## src/core/spcs_consts.svh

```systemverilog
`ifndef SPCS_CONSTS_SVH
`define SPCS_CONSTS_SVH

// register indices; byte address is four times the index
`define SPCS_IDX_MODE      16'hFF70
`define SPCS_IDX_RUN       16'hFF72
`define SPCS_IDX_ERR       16'hFF73
`define SPCS_IDX_DATA      16'hFF74
`define SPCS_IDX_IRQ_STAT  16'hFF76
`define SPCS_IDX_IRQ_MASK  16'hFF77

// mode/config field positions
`define SPCS_MODE_SER_EN   0
`define SPCS_MODE_SEL_LSB  1
`define SPCS_MODE_SEL_MSB  2
`define SPCS_MODE_PAR_EN   3

// run/enable field positions
`define SPCS_RUN_TX_ALLOW  0
`define SPCS_RUN_TX_KICK   1
`define SPCS_RUN_RX_ALLOW  2
`define SPCS_RUN_RX_KICK   3

// error flag field positions
`define SPCS_ERR_OVERRUN   0
`define SPCS_ERR_PARITY    1
`define SPCS_ERR_FRAME     2

// interrupt status/mask field positions
`define SPCS_IRQ_TX_DONE   0
`define SPCS_IRQ_RX_DONE   1
`define SPCS_IRQ_ERROR     2

// reset values
`define SPCS_MODE_RESET    4'h0
`define SPCS_RUN_RESET     4'h0
`define SPCS_ERR_RESET     3'h0
`define SPCS_IRQ_RESET     3'h0

// timing: system clock and bit rate
`define SPCS_CLK_HZ        20000000
`define SPCS_BAUD_BPS      2400

`endif

```

## src/core/spcs_pkg.sv

```systemverilog
package spcs_pkg;

	// transmit sequencer states
	typedef enum logic [0:0]
	{
		SPCS_TX_IDLE  = 1'b0,
		SPCS_TX_SHIFT = 1'b1
	} spcs_tx_state_t;

	// receive sequencer states
	typedef enum logic [1:0]
	{
		SPCS_RX_IDLE  = 2'b00,
		SPCS_RX_ARMED = 2'b01,
		SPCS_RX_FRAME = 2'b10
	} spcs_rx_state_t;

endpackage

```

## src/core/spcs_frame_engine.sv

```systemverilog
`timescale 1ns/1ps

module spcs_frame_engine (
	input  wire logic        i_clk,
	input  wire logic        i_rst_n,
	input  wire logic [15:0] i_bit_cycles,
	input  wire logic        i_eight_bit,
	input  wire logic        i_parity_en,
	input  wire logic        i_tx_start,
	input  wire logic        i_tx_allow,
	input  wire logic [7:0]  i_tx_data,
	output logic             o_tx_busy,
	output logic             o_txd,
	output logic             o_tx_done,
	input  wire logic        i_rx_arm,
	input  wire logic        i_rx_allow,
	input  wire logic        i_rxd,
	output logic             o_rx_busy,
	output logic             o_rx_done,
	output logic [7:0]       o_rx_data,
	output logic             o_frame_err,
	output logic             o_parity_err
);

	spcs_pkg::spcs_tx_state_t tx_state_reg;
	spcs_pkg::spcs_rx_state_t rx_state_reg;
	logic [10:0] tx_shift_reg;
	logic [3:0]  tx_left_reg;
	logic [15:0] tx_cnt_reg;
	logic [10:0] rx_shift_reg;
	logic [3:0]  rx_idx_reg;
	logic [15:0] rx_cnt_reg;
	logic [10:0] tx_frame;
	logic [3:0]  frame_bits;
	logic [10:0] rx_vec;
	logic [7:0]  rx_word;
	logic        rx_par_bad;
	logic        rx_stop_bad;
	logic        tx_par;

	// frame length and outgoing frame: start, data, optional parity, stop
	always_comb
	begin
		frame_bits = 4'(4'd10 - {3'd0, ~i_eight_bit} + {3'd0, i_parity_en});
		tx_par = i_eight_bit ? ^i_tx_data : ^i_tx_data[6:0];
		if (i_eight_bit && i_parity_en)
			tx_frame = {1'b1, tx_par, i_tx_data, 1'b0};
		else if (i_eight_bit)
			tx_frame = {2'b11, i_tx_data, 1'b0};
		else if (i_parity_en)
			tx_frame = {2'b11, tx_par, i_tx_data[6:0], 1'b0};
		else
			tx_frame = {3'b111, i_tx_data[6:0], 1'b0};
	end

	// transmit sequencer, aborted when transmit is disallowed
	always_ff @(posedge i_clk or negedge i_rst_n)
	begin
		if (!i_rst_n)
		begin
			tx_state_reg <= spcs_pkg::SPCS_TX_IDLE;
			tx_shift_reg <= 11'h7FF;
			tx_left_reg  <= 4'h0;
			tx_cnt_reg   <= 16'h0000;
			o_tx_done    <= 1'b0;
		end
		else
		begin
			o_tx_done <= 1'b0;
			case (tx_state_reg)
				spcs_pkg::SPCS_TX_IDLE:
				begin
					if (i_tx_start)
					begin
						tx_state_reg <= spcs_pkg::SPCS_TX_SHIFT;
						tx_shift_reg <= tx_frame;
						tx_left_reg  <= frame_bits;
						tx_cnt_reg   <= 16'(i_bit_cycles - 16'h0001);
					end
				end
				default:
				begin
					if (!i_tx_allow)
					begin
						tx_state_reg <= spcs_pkg::SPCS_TX_IDLE;
						tx_shift_reg <= 11'h7FF;
					end
					else if (tx_cnt_reg != 16'h0000)
						tx_cnt_reg <= 16'(tx_cnt_reg - 16'h0001);
					else
					begin
						tx_cnt_reg   <= 16'(i_bit_cycles - 16'h0001);
						tx_shift_reg <= {1'b1, tx_shift_reg[10:1]};
						tx_left_reg  <= 4'(tx_left_reg - 4'h1);
						if (tx_left_reg == 4'h1)
						begin
							tx_state_reg <= spcs_pkg::SPCS_TX_IDLE;
							o_tx_done    <= 1'b1;
						end
					end
				end
			endcase
		end
	end

	assign o_tx_busy = (tx_state_reg == spcs_pkg::SPCS_TX_SHIFT);
	assign o_txd     = tx_shift_reg[0];

	// received vector aligned so the start bit sits in bit 0
	always_comb
	begin
		rx_vec      = {i_rxd, rx_shift_reg[10:1]} >> (4'd11 - frame_bits);
		rx_word     = i_eight_bit ? rx_vec[8:1] : {1'b0, rx_vec[7:1]};
		rx_par_bad  = i_parity_en && ((^rx_word) != rx_vec[i_eight_bit ? 9 : 8]);
		rx_stop_bad = !rx_vec[frame_bits - 4'h1];
	end

	// receive sequencer: armed by a kick, samples mid-bit
	always_ff @(posedge i_clk or negedge i_rst_n)
	begin
		if (!i_rst_n)
		begin
			rx_state_reg <= spcs_pkg::SPCS_RX_IDLE;
			rx_shift_reg <= 11'h000;
			rx_idx_reg   <= 4'h0;
			rx_cnt_reg   <= 16'h0000;
			o_rx_done    <= 1'b0;
			o_rx_data    <= 8'h00;
			o_frame_err  <= 1'b0;
			o_parity_err <= 1'b0;
		end
		else
		begin
			o_rx_done    <= 1'b0;
			o_frame_err  <= 1'b0;
			o_parity_err <= 1'b0;
			if (!i_rx_allow)
				rx_state_reg <= spcs_pkg::SPCS_RX_IDLE;
			else
			begin
				case (rx_state_reg)
					spcs_pkg::SPCS_RX_IDLE:
						if (i_rx_arm)
							rx_state_reg <= spcs_pkg::SPCS_RX_ARMED;
					spcs_pkg::SPCS_RX_ARMED:
						if (!i_rxd)
						begin
							rx_state_reg <= spcs_pkg::SPCS_RX_FRAME;
							rx_cnt_reg   <= {1'b0, i_bit_cycles[15:1]};
							rx_idx_reg   <= 4'h0;
						end
					default:
					begin
						if (rx_cnt_reg != 16'h0000)
							rx_cnt_reg <= 16'(rx_cnt_reg - 16'h0001);
						else if (rx_idx_reg == 4'h0 && i_rxd)
							rx_state_reg <= spcs_pkg::SPCS_RX_ARMED; // false start
						else
						begin
							rx_cnt_reg   <= 16'(i_bit_cycles - 16'h0001);
							rx_shift_reg <= {i_rxd, rx_shift_reg[10:1]};
							rx_idx_reg   <= 4'(rx_idx_reg + 4'h1);
							if (rx_idx_reg == 4'(frame_bits - 4'h1))
							begin
								rx_state_reg <= spcs_pkg::SPCS_RX_IDLE;
								o_rx_done    <= 1'b1;
								o_rx_data    <= rx_word;
								o_frame_err  <= rx_stop_bad;
								o_parity_err <= rx_par_bad;
							end
						end
					end
				endcase
			end
		end
	end

	assign o_rx_busy = (rx_state_reg != spcs_pkg::SPCS_RX_IDLE);

endmodule

```

## src/core/spcs_serial_ctrl.sv

```systemverilog
`timescale 1ns/1ps
`include "spcs_consts.svh"

// Behaviour
// - serial enable hands port pins from general-purpose use to the serial interface
// - parity enable turns transmit parity generation and receive checking on or off
// - receive run bit reads receiver activity; writing it starts a receive
// - receive enable, reset to 0, gates reception
// - transmit run bit reads 1 while sending, reset 0; writing it starts sending
// - framing error flag set on bad stop bit; readable, cleared by writing a one
// - parity error flag, reset 0, set on parity mismatch; writing a one clears it
// - overrun error flag, reset 0, set when new data overwrites unread data
module spcs_serial_ctrl #(
	parameter logic [15:0] BIT_CYCLES = 16'(`SPCS_CLK_HZ / `SPCS_BAUD_BPS)
) (
	input  wire logic        i_clk,
	input  wire logic        i_arst_n,
	input  wire logic        i_wb_cyc,
	input  wire logic        i_wb_stb,
	input  wire logic        i_wb_we,
	input  wire logic [17:0] i_wb_adr,
	input  wire logic [3:0]  i_wb_sel,
	input  wire logic [31:0] i_wb_dat,
	output logic [31:0]      o_wb_dat,
	output logic             o_wb_ack,
	input  wire logic [1:0]  i_shared_port_pins_in,
	output logic [1:0]       o_shared_port_pins_out,
	output logic [1:0]       o_shared_port_pins_oe,
	input  wire logic [1:0]  i_gp_out,
	input  wire logic [1:0]  i_gp_oe,
	output logic [1:0]       o_gp_in,
	output logic             o_irq
);

	logic        rst_meta_reg;
	logic        rst_n_reg;
	logic [1:0]  pin_meta_reg;
	logic [1:0]  pin_sync_reg;
	logic [3:0]  mode_reg;
	logic        tx_allow_reg;
	logic        rx_allow_reg;
	logic        frame_err_flag_reg;
	logic        parity_err_flag_reg;
	logic        overrun_err_flag_reg;
	logic [7:0]  tx_data_reg;
	logic        rx_full_reg;
	logic [2:0]  irq_stat_reg;
	logic [2:0]  irq_mask_reg;
	logic [31:0] rd_data_reg;
	logic        ack_reg;
	logic        req;
	logic        wr;
	logic        rd;
	logic [15:0] idx;
	logic [3:0]  wdat;
	logic        async_mode;
	logic        ser_en;
	logic        tx_start;
	logic        rx_arm;
	logic        tx_busy;
	logic        txd;
	logic        tx_done;
	logic        rx_busy;
	logic        rx_done;
	logic [7:0]  rx_data;
	logic        frame_err_ev;
	logic        parity_err_ev;
	logic        overrun_ev;
	logic [2:0]  irq_ev;
	logic        hit_mode;
	logic        hit_run;
	logic        hit_err;
	logic        hit_data;
	logic        hit_stat;
	logic        hit_mask;
	logic [2:0]  err_clr;

	// reset release through two flip-flops
	always_ff @(posedge i_clk or negedge i_arst_n)
	begin
		if (!i_arst_n)
		begin
			rst_meta_reg <= 1'b0;
			rst_n_reg    <= 1'b0;
		end
		else
		begin
			rst_meta_reg <= 1'b1;
			rst_n_reg    <= rst_meta_reg;
		end
	end

	// pin inputs synchronised before use
	always_ff @(posedge i_clk or negedge rst_n_reg)
	begin
		if (!rst_n_reg)
		begin
			pin_meta_reg <= 2'h3;
			pin_sync_reg <= 2'h3;
		end
		else
		begin
			pin_meta_reg <= i_shared_port_pins_in;
			pin_sync_reg <= pin_meta_reg;
		end
	end

	// bus request decode
	assign req  = i_wb_cyc && i_wb_stb && !ack_reg;
	assign wr   = req && i_wb_we && i_wb_sel[0];
	assign rd   = req && !i_wb_we;
	assign idx  = i_wb_adr[17:2];
	assign wdat = i_wb_dat[3:0];

	// register select, one hit per mapped index
	always_comb
	begin
		hit_mode = 1'b0;
		hit_run  = 1'b0;
		hit_err  = 1'b0;
		hit_data = 1'b0;
		hit_stat = 1'b0;
		hit_mask = 1'b0;
		if (idx == `SPCS_IDX_MODE)
			hit_mode = 1'b1;
		else if (idx == `SPCS_IDX_RUN)
			hit_run = 1'b1;
		else if (idx == `SPCS_IDX_ERR)
			hit_err = 1'b1;
		else if (idx == `SPCS_IDX_DATA)
			hit_data = 1'b1;
		else if (idx == `SPCS_IDX_IRQ_STAT)
			hit_stat = 1'b1;
		else if (idx == `SPCS_IDX_IRQ_MASK)
			hit_mask = 1'b1;
	end

	// mode fields
	assign ser_en     = mode_reg[`SPCS_MODE_SER_EN];
	assign async_mode = mode_reg[`SPCS_MODE_SEL_MSB];

	// mode and configuration register
	always_ff @(posedge i_clk or negedge rst_n_reg)
	begin
		if (!rst_n_reg)
			mode_reg <= `SPCS_MODE_RESET;
		else if (wr && hit_mode)
			mode_reg <= wdat;
	end

	// receive and transmit enables
	always_ff @(posedge i_clk or negedge rst_n_reg)
	begin
		if (!rst_n_reg)
		begin
			tx_allow_reg <= 1'b0;
			rx_allow_reg <= 1'b0;
		end
		else if (wr && hit_run)
		begin
			tx_allow_reg <= wdat[`SPCS_RUN_TX_ALLOW];
			rx_allow_reg <= wdat[`SPCS_RUN_RX_ALLOW];
		end
	end

	// transmit kick: a one written to the run bit with allow set starts sending
	assign tx_start = wr && hit_run && wdat[`SPCS_RUN_TX_KICK]
		&& wdat[`SPCS_RUN_TX_ALLOW] && ser_en && async_mode && !tx_busy;

	// receive kick: arms only when the same write allows reception
	assign rx_arm = wr && hit_run && wdat[`SPCS_RUN_RX_KICK]
		&& wdat[`SPCS_RUN_RX_ALLOW]
		&& ser_en && async_mode;

	// transmit data latch
	always_ff @(posedge i_clk or negedge rst_n_reg)
	begin
		if (!rst_n_reg)
			tx_data_reg <= 8'h00;
		else if (wr && hit_data && !tx_busy)
			tx_data_reg <= i_wb_dat[7:0];
	end

	// frame engine
	spcs_frame_engine u_engine (
		.i_clk        (i_clk),
		.i_rst_n      (rst_n_reg),
		.i_bit_cycles (BIT_CYCLES),
		.i_eight_bit  (mode_reg[`SPCS_MODE_SEL_LSB]),
		.i_parity_en  (mode_reg[`SPCS_MODE_PAR_EN]),
		.i_tx_start   (tx_start),
		.i_tx_allow   (tx_allow_reg && ser_en),
		.i_tx_data    (tx_data_reg),
		.o_tx_busy    (tx_busy),
		.o_txd        (txd),
		.o_tx_done    (tx_done),
		.i_rx_arm     (rx_arm),
		.i_rx_allow   ((rx_allow_reg || rx_arm) && ser_en),
		.i_rxd        (pin_sync_reg[0]),
		.o_rx_busy    (rx_busy),
		.o_rx_done    (rx_done),
		.o_rx_data    (rx_data),
		.o_frame_err  (frame_err_ev),
		.o_parity_err (parity_err_ev)
	);

	// unread received data tracking; arrival wins over a read
	always_ff @(posedge i_clk or negedge rst_n_reg)
	begin
		if (!rst_n_reg)
			rx_full_reg <= 1'b0;
		else if (rx_done)
			rx_full_reg <= 1'b1;
		else if (rd && hit_data)
			rx_full_reg <= 1'b0;
	end

	assign overrun_ev = rx_done && rx_full_reg;

	// written ones clear error flags, zeros leave them
	assign err_clr = (wr && hit_err) ? wdat[2:0] : 3'h0;

	// framing error flag, set wins over a clear
	always_ff @(posedge i_clk or negedge rst_n_reg)
	begin
		if (!rst_n_reg)
			frame_err_flag_reg <= 1'b0;
		else if (frame_err_ev)
			frame_err_flag_reg <= 1'b1;
		else if (err_clr[`SPCS_ERR_FRAME])
			frame_err_flag_reg <= 1'b0;
	end

	// parity error flag, set wins over a clear
	always_ff @(posedge i_clk or negedge rst_n_reg)
	begin
		if (!rst_n_reg)
			parity_err_flag_reg <= 1'b0;
		else if (parity_err_ev)
			parity_err_flag_reg <= 1'b1;
		else if (err_clr[`SPCS_ERR_PARITY])
			parity_err_flag_reg <= 1'b0;
	end

	// overrun error flag, set wins over a clear
	always_ff @(posedge i_clk or negedge rst_n_reg)
	begin
		if (!rst_n_reg)
			overrun_err_flag_reg <= 1'b0;
		else if (overrun_ev)
			overrun_err_flag_reg <= 1'b1;
		else if (err_clr[`SPCS_ERR_OVERRUN])
			overrun_err_flag_reg <= 1'b0;
	end

	// interrupt events
	always_comb
	begin
		irq_ev = 3'h0;
		irq_ev[`SPCS_IRQ_TX_DONE] = tx_done;
		irq_ev[`SPCS_IRQ_RX_DONE] = rx_done;
		irq_ev[`SPCS_IRQ_ERROR]   = frame_err_ev || parity_err_ev || overrun_ev;
	end

	// sticky interrupt status, write one to clear, set wins
	always_ff @(posedge i_clk or negedge rst_n_reg)
	begin
		if (!rst_n_reg)
			irq_stat_reg <= `SPCS_IRQ_RESET;
		else if (wr && hit_stat)
			irq_stat_reg <= (irq_stat_reg & ~i_wb_dat[2:0]) | irq_ev;
		else
			irq_stat_reg <= irq_stat_reg | irq_ev;
	end

	// interrupt mask
	always_ff @(posedge i_clk or negedge rst_n_reg)
	begin
		if (!rst_n_reg)
			irq_mask_reg <= `SPCS_IRQ_RESET;
		else if (wr && hit_mask)
			irq_mask_reg <= i_wb_dat[2:0];
	end

	// level interrupt
	always_ff @(posedge i_clk or negedge rst_n_reg)
	begin
		if (!rst_n_reg)
			o_irq <= 1'b0;
		else
			o_irq <= |(irq_stat_reg & irq_mask_reg);
	end

	// read data and acknowledge, one cycle after the request
	always_ff @(posedge i_clk or negedge rst_n_reg)
	begin
		if (!rst_n_reg)
		begin
			ack_reg     <= 1'b0;
			rd_data_reg <= 32'h0000_0000;
		end
		else
		begin
			ack_reg     <= req;
			rd_data_reg <= 32'h0000_0000;
			if (rd)
			begin
				if (idx == `SPCS_IDX_MODE)
					rd_data_reg[3:0] <= mode_reg;
				else if (idx == `SPCS_IDX_RUN)
					rd_data_reg[3:0] <= {rx_busy, rx_allow_reg, tx_busy, tx_allow_reg};
				else if (idx == `SPCS_IDX_ERR)
					rd_data_reg[2:0] <= {frame_err_flag_reg, parity_err_flag_reg,
						overrun_err_flag_reg};
				else if (idx == `SPCS_IDX_DATA)
					rd_data_reg[7:0] <= rx_data;
				else if (idx == `SPCS_IDX_IRQ_STAT)
					rd_data_reg[2:0] <= irq_stat_reg;
				else if (idx == `SPCS_IDX_IRQ_MASK)
					rd_data_reg[2:0] <= irq_mask_reg;
			end
		end
	end

	assign o_wb_ack = ack_reg;
	assign o_wb_dat = rd_data_reg;

	// pin function selection: pin 0 receive, pin 1 transmit
	always_comb
	begin
		if (ser_en)
		begin
			o_shared_port_pins_out = {txd, 1'b0};
			o_shared_port_pins_oe  = 2'b10;
		end
		else
		begin
			o_shared_port_pins_out = i_gp_out;
			o_shared_port_pins_oe  = i_gp_oe;
		end
	end

	assign o_gp_in = pin_sync_reg;

endmodule

```

## config.mk

```make
export PLATFORM = sky130hd
export DESIGN_NAME = spcs_serial_ctrl
export DESIGN_NICKNAME = d
export VERILOG_FILES = /design/src/core/spcs_pkg.sv /design/src/core/spcs_frame_engine.sv /design/src/core/spcs_serial_ctrl.sv
export VERILOG_INCLUDE_DIRS = /design/src /design/src/core
export SDC_FILE = /design/constraint.sdc
export NUM_CORES = 1
export LEC_CHECK = 0
export ABC_AREA = 0
export BUFFER_PORTS_ARGS = -buffer_cell sky130_fd_sc_hd__buf_2
export CAP_MARGIN = 20
export CORE_UTILIZATION = 40
export DETAILED_ROUTE_END_ITERATION = 12
export GPL_TIMING_DRIVEN = 0
export PLACE_DENSITY = 0.57
export SLEW_MARGIN = 20
export SYNTH_ARGS = -nofsm -noshare
export SYNTH_HDL_FRONTEND = slang
export SYNTH_SLANG_ARGS = --single-unit
```

## constraint.sdc

```tcl
create_clock -name i_clk -period 9.95 [get_ports i_clk]
set_input_delay 1.99 -clock i_clk [delete_from_list [all_inputs] [get_ports i_clk]]
set_output_delay 1.99 -clock i_clk [all_outputs]
set_load 0.1 [all_outputs]
```

# Word-level counts from Yosys, hierarchy flattened
# Index checks and enable logic that the tools add are counted.
# W data, S select, Z words.
dict set report classes {
  muxes 106
  n_addsub 8
  shifts 1
  bitwise 10
  n_reduce_logical 58
  n_eq_ne 21
  n_lt_le_gt_ge 2
}
# operator n
set ops {}
lappend ops {{$mux W16} 7}
lappend ops {{$eq A16 B16 Y1 const B} 6}
lappend ops {{$mux W1} 58}
lappend ops {{$mux W11} 4}
lappend ops {{$mux W4} 11}
lappend ops {{$lt A32 B6 Y1 const B} 1}
lappend ops {{$pmux W16 S2} 1}
lappend ops {{$reduce_bool A16 Y1} 2}
lappend ops {{$sub A16 B1 Y16 const B} 2}
lappend ops {{$logic_and A1 B1 Y1} 28}
lappend ops {{$mux W3} 6}
lappend ops {{$mux W9} 2}
lappend ops {{$mux W2} 8}
lappend ops {{$mux W8} 2}
lappend ops {{$reduce_xor A8 Y1} 2}
lappend ops {{$reduce_and A4 Y1} 3}
lappend ops {{$reduce_bool A2 Y1} 6}
lappend ops {{$shr A11 B4 Y11} 1}
lappend ops {{$mux W10} 1}
lappend ops {{$mux W5} 2}
lappend ops {{$reduce_and A5 Y1} 2}
lappend ops {{$ne A3 B3 Y1 const B} 3}
lappend ops {{$bmux W1 S4} 2}
lappend ops {{$ne A2 B2 Y1 const B} 4}
lappend ops {{29 further kinds} 42}
dict set report totals {
  elab_cells 236
  register_bits 117
  inputBits 65
  output_inout_bits 40
}

# Logic depth before layout (Yosys ltp)
# Gate-level depths: netlist of the first run.
dict set report depth {
  depth_word 15
  mapped_depth 10
  ltp_nobuf 8
}

# Modules after synthesis
# A second synthesis of the first run with hierarchy kept.
dict set report hier_totals {
  cells_unflattened 745
  area_unflattened_um2 7113.1
}
# mod n_inst area_per_inst_um2 seq_area_each_um2 cells_per_inst
set modules_own_cells {}
lappend modules_own_cells {spcs_frame_engine 1 5048.6 1864.3 565}
lappend modules_own_cells {spcs_serial_ctrl 1 2064.5 1006.0 180}

# Worst setup path after synthesis of the first run
# No wires, ideal clock.
dict set report synth_path {
  kind {input to output}
  startpoint {in i_gp_oe[0]}
  endpoint {out o_shared_port_pins_oe[0]}
  stages 1
  path_buffers 0
  required_ps 7960
  slack_ps 4636
  arrival_time_ps 3324
  cell_sequence {nor2b_1}
}
dict set report synth_between {
  elab_chain_len 1
}
# element line
set synth_rtl {}
lappend synth_rtl {{from (decl)} spcs_serial_ctrl.sv:30} ;# input wire logic [1:0] i_gp_oe,
lappend synth_rtl {{$mux W2} spcs_serial_ctrl.sv:331} ;# if (ser_en)
lappend synth_rtl {{to (decl)} spcs_serial_ctrl.sv:28} ;# output logic [1:0] o_shared_port_pins_oe,
# Every way passes these cells.

# Worst setup path in the final report of the first run
dict set report layout_path {
  startpoint {in i_gp_oe[1]}
  endpoint {out o_shared_port_pins_oe[1]}
}
# The elaborated chain is that of the path after synthesis.

==> results of run 1 <==
area by class of cell:
| cell class | instances | share of cell area [%] |
|---|---|---|
| multi-input combinational | 471 | 40.9 |
| sequential | 114 | 38.6 |
| clock buffer | 19 | 6.08 |
| timing repair buffer | 51 | 4.03 |
| buffer | 49 | 3.89 |
| tap | 188 | 3.16 |
| clock inverter | 13 | 2.47 |
| inverter | 18 | 0.906 |
worst paths after layout:
path                       slack (ns)                             end  depth (start not counted)
hold reg to reg                  0.22                 o_irq$_DFF_PN0_                          0
setup reg to reg                 6.72  u_engine.o_frame_err$_DFF_PN0_                          9
hold / removal                   0.22                 o_irq$_DFF_PN0_                          0
setup / recovery                 5.32        o_shared_port_pins_oe[1]                          3
min in group i_clk               0.35             rst_n_reg$_DFF_PN0_                          0
max in group asynchronous        8.50             rst_n_reg$_DFF_PN0_                          1
cells in the final DEF, fill, tap and decap left out, types with 20 or more instances in the layout:
cell,count
conb_1,25
buf_2,53
buf_4,25
dfrtp_1,99
mux2_2,29
o21ai_0,54
mux2i_1,21
nor2_1,53
a21oi_1,20
xnor2_1,24
nand2_1,70
power groups by stage:
stage | Clock (mW) | Combinational [mW] | Sequential [mW]
after floorplan | 0 | 0.0627 | 0.484
after global placement | 0 | 0.0781 | 0.484
after detailed placement | 0 | 0.0889 | 0.477
after CTS | 0.660 | 0.0890 | 0.469
after global routing | 0.681 | 0.0931 | 0.469
final | 0.646 | 0.0884 | 0.469
kinds of logic after synthesis:
kind of cell	synth area share [%]
AO/OA/AOI/OAI	11.8
XOR/XNOR	4.83
adder cells (fa/ha/maj)	2.22
buffers and inverters	5.78
flip-flops	46.4
multiplexers	8.68
other	0.121
AND/OR/NAND/NOR	20.2
metrics by stage:
step | cells | power, mW
final | 923 | 1.20
after global routing | 923 | 1.24
after CTS | 923 | 1.22
after global placement | 889 | 0.562
after floorplan | 652 | 0.547
after detailed placement | 891 | 0.566
per-layer routing:
layer | global-route usage (%) | wire length, µm
met1 | 23.7 | 6390
met2 | 31.4 | 6950
met3 | 5.44 | 603
met4 | 8.15 | 300
met5 | 0 | 0
worst max-delay path, stage by stage:
cell	delay [ns]
buf_2	0.09
or2_2	0.26
buf_2	0.29
==> reports/results.tsv, run 1 <==
stage	metric	value	unit
run_status	status	finished clean	
sta	minimum clock period	4.63	ns
synthesis	Syn Inst Count	629	
synthesis	number of flops mapped to enable cells by yosys	0	
die	core footprint	15100	µm²
setup_path	Worst EP arrival	2.64	ns
setup_path	WS Path Type	in -> out	
clocking	root buffer cell	clkbuf_16	
clocking	# hold bufs at CTS	0	
setup_path	CP startpoint	i_gp_oe[1]	
synthesis	Mapped Area	6190	µm²
grt	All-Layer GR Usage	19.2	%
route	total wire length	14300	µm
cells_and_area	Layout area overhead	20.5	%
clocking	post-CTS sizing	0	
sta	Max Slew Vio Count	0	
power_and_ir_drop	maximum VDD drop	0.000118	V
place	Port Buf Inserts	49	
die	Chip Height	126	µm
synthesis	top cells by area, synth	dfrtp_1 40%, dfstp_2 5.9%, mux2_2 5.3%	
synthesis	most used flip-flop cell after synthesis	dfrtp_1	
synthesis	sequential share of the synthesized area	46.4	%
grt	largest net degree at the start of global routing	50	
cells_and_area	number of diodes	0	
die	initial core utilization	40.8	%
clocking	cts bufs inserted	17	
setup_path	CP Launch Type	primary input	
clocking	Bufs on Longest Clock Path	2	
clocking	CTS Sinks	114	
route	post-route ant nets	0	
sta	Slew HR	44.2	%
setup_path	Reg2Reg Launch Point	mode_reg[1]$_DFFE_PN0P_	
sta	Max Freq	216	MHz
min_path	Hold Path Class	reg -> async	
power_and_ir_drop	PD cells	161	nW/µm²
synthesis	Yosys top cell by area	dfrtp_1	
synthesis	flops & latches, synth	114	
clocking	worst skew pair latency	0.42	ns
die	num rows	45	
synthesis	Post-synth top cells	100 x dfrtp_1, 70 x nand2_1, 54 x o21ai_0, 53 x nor2_1, 29 x mux2_2	
setup_path	endpoint class of the critical path	primary output	
grt	vias in the first global route	4820	
grt	initial antenna violation count	0	
route	initial drt markers	344	
power_and_ir_drop	Sw Share	23.9	%
die	I/O pin count	105	
cells_and_area	FILL cells	1407	
sta	Hold Violations, Final	0	
power_and_ir_drop	Seq pwr share	39.0	%
sta	Setup TNS Final	0	ns
route	DRC	0	
die	DIE AREA	16000	µm²
clocking	postcts setup bufs	0	
die	Chip Width	126	µm
synthesis	area share of the largest cell type after synthesis	40.5	%
route	WL per Instance	15.4	µm
sta	Setup-failing EPs final	0	
sta	RSZ-0062 raised after global routing	false	
cells_and_area	area of the multi-input gates	3050	µm²
synthesis	count leader, synth	dfrtp_1	
grt	first-pass GRT wire length	23800	µm
run	number of max-cap violations	0	
sta	Clock Skew	0.00637	ns
synthesis	Yosys Warn Count	0	
cells_and_area	Final Net Count	798	
route	First-pass DRT Iterations	7	
route	routed vias/inst	5.35	
sta	hold_ws	0.222	ns
grt	Congestion Overflow GR	0	
clocking	CTS tree	done	
power_and_ir_drop	leakage power	3.31	nW
setup_path	crit-path max FO	1	
clocking	H-tree Lvls	4	
clocking	Worst-path clk slew	0.06	ns
place	Final Wtd Congestion	0.840	
place	Place WS	5.25	ns
sta	crit share post-route	46.5	%
cells_and_area	Seq. cell area	2870	µm²
power_and_ir_drop	clock power share	53.7	%
place	half-perimeter wire length after placement	10300	µm
place	DP Area	6820	µm²
synthesis	Synth cell types	64	
cells_and_area	Final Cell Area	7450	µm²
synthesis	average size of a mapped cell	9.83	µm²
power_and_ir_drop	NetSw	0.288	mW
setup_path	Worst EP required	7.96	ns
cells_and_area	layout cells sized above 1	23.3	%
power_and_ir_drop	Gate power share	7.3	%
sta	Worst-Margin Slew	0.829	ns
cells_and_area	Util after Layout	49.2	%
synthesis	Post-synth ARST share	100	%
route	routed vias	4940	
sta	Worst Slack Setup Final	5.32	ns
power_and_ir_drop	Cell Int Power	0.916	mW
Note: power is estimated with default switching activity, not from simulation.
==> run 2, diff against run 1 <==
- PLACE_DENSITY: 0.57 -> 0.59
- clock period: 9.95 -> 3.95 ns (I/O delays scaled with it)
==> reports/results.tsv, run 2 (same netlist as run 1, synthesis figures left out) <==
stage	metric	value	unit
sta	Worst-Margin Slew	0.891	ns
power_and_ir_drop	Seq pwr share	39.9	%
place	half-perimeter wire length after placement	10500	µm
route	routed vias	4899	
grt	Congestion Overflow GR	0	
die	Chip Width	126	µm
die	I/O pin count	105	
grt	met1 Usage GRT	24.6	%
setup_path	crit-path max FO	10	
sta	RSZ-0062 raised after global routing	false	
power_and_ir_drop	clock power share	52.7	%
place	DP Area	6810	µm²
setup_path	worst-case reg-to-reg path depth	9	
sta	Max Freq	318	MHz
run	number of max-cap violations	0	
clocking	Bufs on Longest Clock Path	2	
clocking	cts bufs inserted	17	
power_and_ir_drop	leakage power	3.31	nW
grt	vias in the first global route	4793	
clocking	CTS Sinks	114	
clocking	H-tree Lvls	4	
clocking	# hold bufs at CTS	0	
cells_and_area	layout cells sized above 1	23.0	%
power_and_ir_drop	PD cells	400	nW/µm²
grt	Top Usage Layer GRT	met2	
route	WL per Instance	15.6	µm
route	total wire length	14400	µm
sta	Setup-failing EPs final	0	
grt	All-Layer GR Usage	19.2	%
grt	initial antenna violation count	0	
route	post-route ant nets	0	
clocking	worst skew pair latency	0.42	ns
min_path	Hold Path Class	in -> async	
power_and_ir_drop	Gate power share	7.4	%
cells_and_area	Util after Layout	49.0	%
power_and_ir_drop	Cell Int Power	2.26	mW
cells_and_area	most frequent cells in the layout	99 x dfrtp_1, 70 x nand2_1, 54 x o21ai_0, 53 x buf_2, 53 x nor2_1	
grt	M2 GR Usage	31.5	%
setup_path	R2R setup slack	0.81	ns
place	Port Buf Inserts	49	
setup_path	endpoint class of the critical path	flip-flop	
sta	minimum clock period	3.14	ns
cells_and_area	FILL cells	1420	
sta	crit share post-route	79.5	%
setup_path	WS Path Type	reg -> reg	
sta	Max Slew Vio Count	0	
sta	Setup TNS Final	0	ns
clocking	Worst-path clk slew	0.06	ns
grt	largest net degree at the start of global routing	44	
setup_path	Worst EP arrival	3.50	ns
clocking	root buffer cell	clkbuf_16	
cells_and_area	Final Net Count	798	
power_and_ir_drop	NetSw	0.711	mW
grt	grt met3 use	4.93	%
run_status	status	finished clean	
die	Chip Height	126	µm
cells_and_area	post-route insts no fill	923	
die	initial core utilization	40.8	%
route	DRC	0	
clocking	postcts setup bufs	0	
cells_and_area	Final Cell Area	7420	µm²
cells_and_area	Layout area overhead	19.9	%
route	routed vias/inst	5.31	
clocking	CTS tree	done	
sta	Clock Skew	0.00797	ns
setup_path	Reg2Reg Launch Point	mode_reg[1]$_DFFE_PN0P_	
power_and_ir_drop	maximum VDD drop	0.000293	V
route	initial drt markers	358	
setup_path	Worst EP required	4.31	ns
power_and_ir_drop	Sw Share	23.9	%
die	DIE AREA	16000	µm²
setup_path	reg2reg end	u_engine.o_frame_err$_DFF_PN0_	
die	num rows	45	
grt	first-pass GRT wire length	24000	µm
die	core footprint	15100	µm²
place	dpl cells	891	
cells_and_area	commonest non-fill, non-tap cell in the layout	dfrtp_1	
clocking	post-CTS sizing	0	
cells_and_area	number of diodes	0	
sta	Slew HR	39.8	%
sta	Hold Violations, Final	0	
place	Final Wtd Congestion	0.869	
route	First-pass DRT Iterations	5	
setup_path	CP Launch Type	flip-flop	
==> run 2: changes by cell type in the layout (fill, tap and decap cells not counted), sizes merged <==
cell	before	now
bufinv	4	3
clkbuf	35	38
clkinv	3	6
clkinvlp	6	1
==> run 2: stage by stage <==
| stage | setup slack, ns | total power, mW | hold slack (ns) |
|---|---|---|---|
| after detailed placement | 0.440 | 1.42 | 0.329 |
| after floorplan | 0.563 | 1.38 | 0.331 |
| final | 0.809 | 2.97 | 0.150 |
| after global routing | 0.500 | 3.05 | 0.130 |
| after global placement | -0.775 | 1.42 | 0.337 |
| after CTS | 0.769 | 3.00 | 0.135 |
==> run 2: power by group through the flow <==
| stage | clock network [mW] | registers, mW | logic (mW) |
|---|---|---|---|
| CTS | 1.59 | 1.18 | 0.220 |
| global placement | 0 | 1.22 | 0.197 |
| detailed placement | 0 | 1.20 | 0.220 |
| floorplan | 0 | 1.22 | 0.158 |
| global route | 1.64 | 1.19 | 0.230 |
| finish | 1.56 | 1.18 | 0.219 |
==> run 2: how the worst max path moves through the flow <==
stage | startpoint | to | slack, ns | cells past startpoint
after global routing | mode_reg[1]$_DFFE_PN0P_ | u_engine.o_frame_err$_DFF_PN0_ | 0.50 | 9
after floorplan | rst_n_reg$_DFF_PN0_ | frame_err_flag_reg$_DFFE_PN0P_ | 0.56 | 0
after global placement | rst_n_reg$_DFF_PN0_ | u_engine.rx_cnt_reg[6]$_DFFE_PN0P_ | -0.77 | 0
after detailed placement | i_wb_adr[9] | u_engine.tx_cnt_reg[5]$_DFFE_PN0P_ | 0.44 | 8
final | mode_reg[1]$_DFFE_PN0P_ | u_engine.o_frame_err$_DFF_PN0_ | 0.81 | 9
after CTS | mode_reg[1]$_DFFE_PN0P_ | u_engine.o_frame_err$_DFF_PN0_ | 0.77 | 9
==> run 2: worst max-delay path: stages, from the launching register on <==
cell and delay, ns:
dfrtp_1 0.55, inv_1 0.11, ha_1 0.28, clkbuf_1 0.33, buf_1 0.53, nand2_1 0.10, a21oi_1 0.12, o21ai_0 0.22
nor4b_4 0.56, o221a_2 0.27
==> run 2: routing by layer <==
layer	up-vias	routed length [µm]
met4	0	203
met1	2390	6610
met5	-	0
met3	18	495
met2	107	7100
li1	2384	-
==> run 2: final cells by class <==
cell class	instances	area [µm²]	share of cell area, %
tap	188	235	3.17
sequential	114	2870	38.8
inverter	18	67.6	0.911
buffer	49	290	3.91
clock buffer	22	474	6.39
timing repair buffer	51	293	3.95
clock inverter	10	131	1.77
multi-input combinational	471	3050	41.1
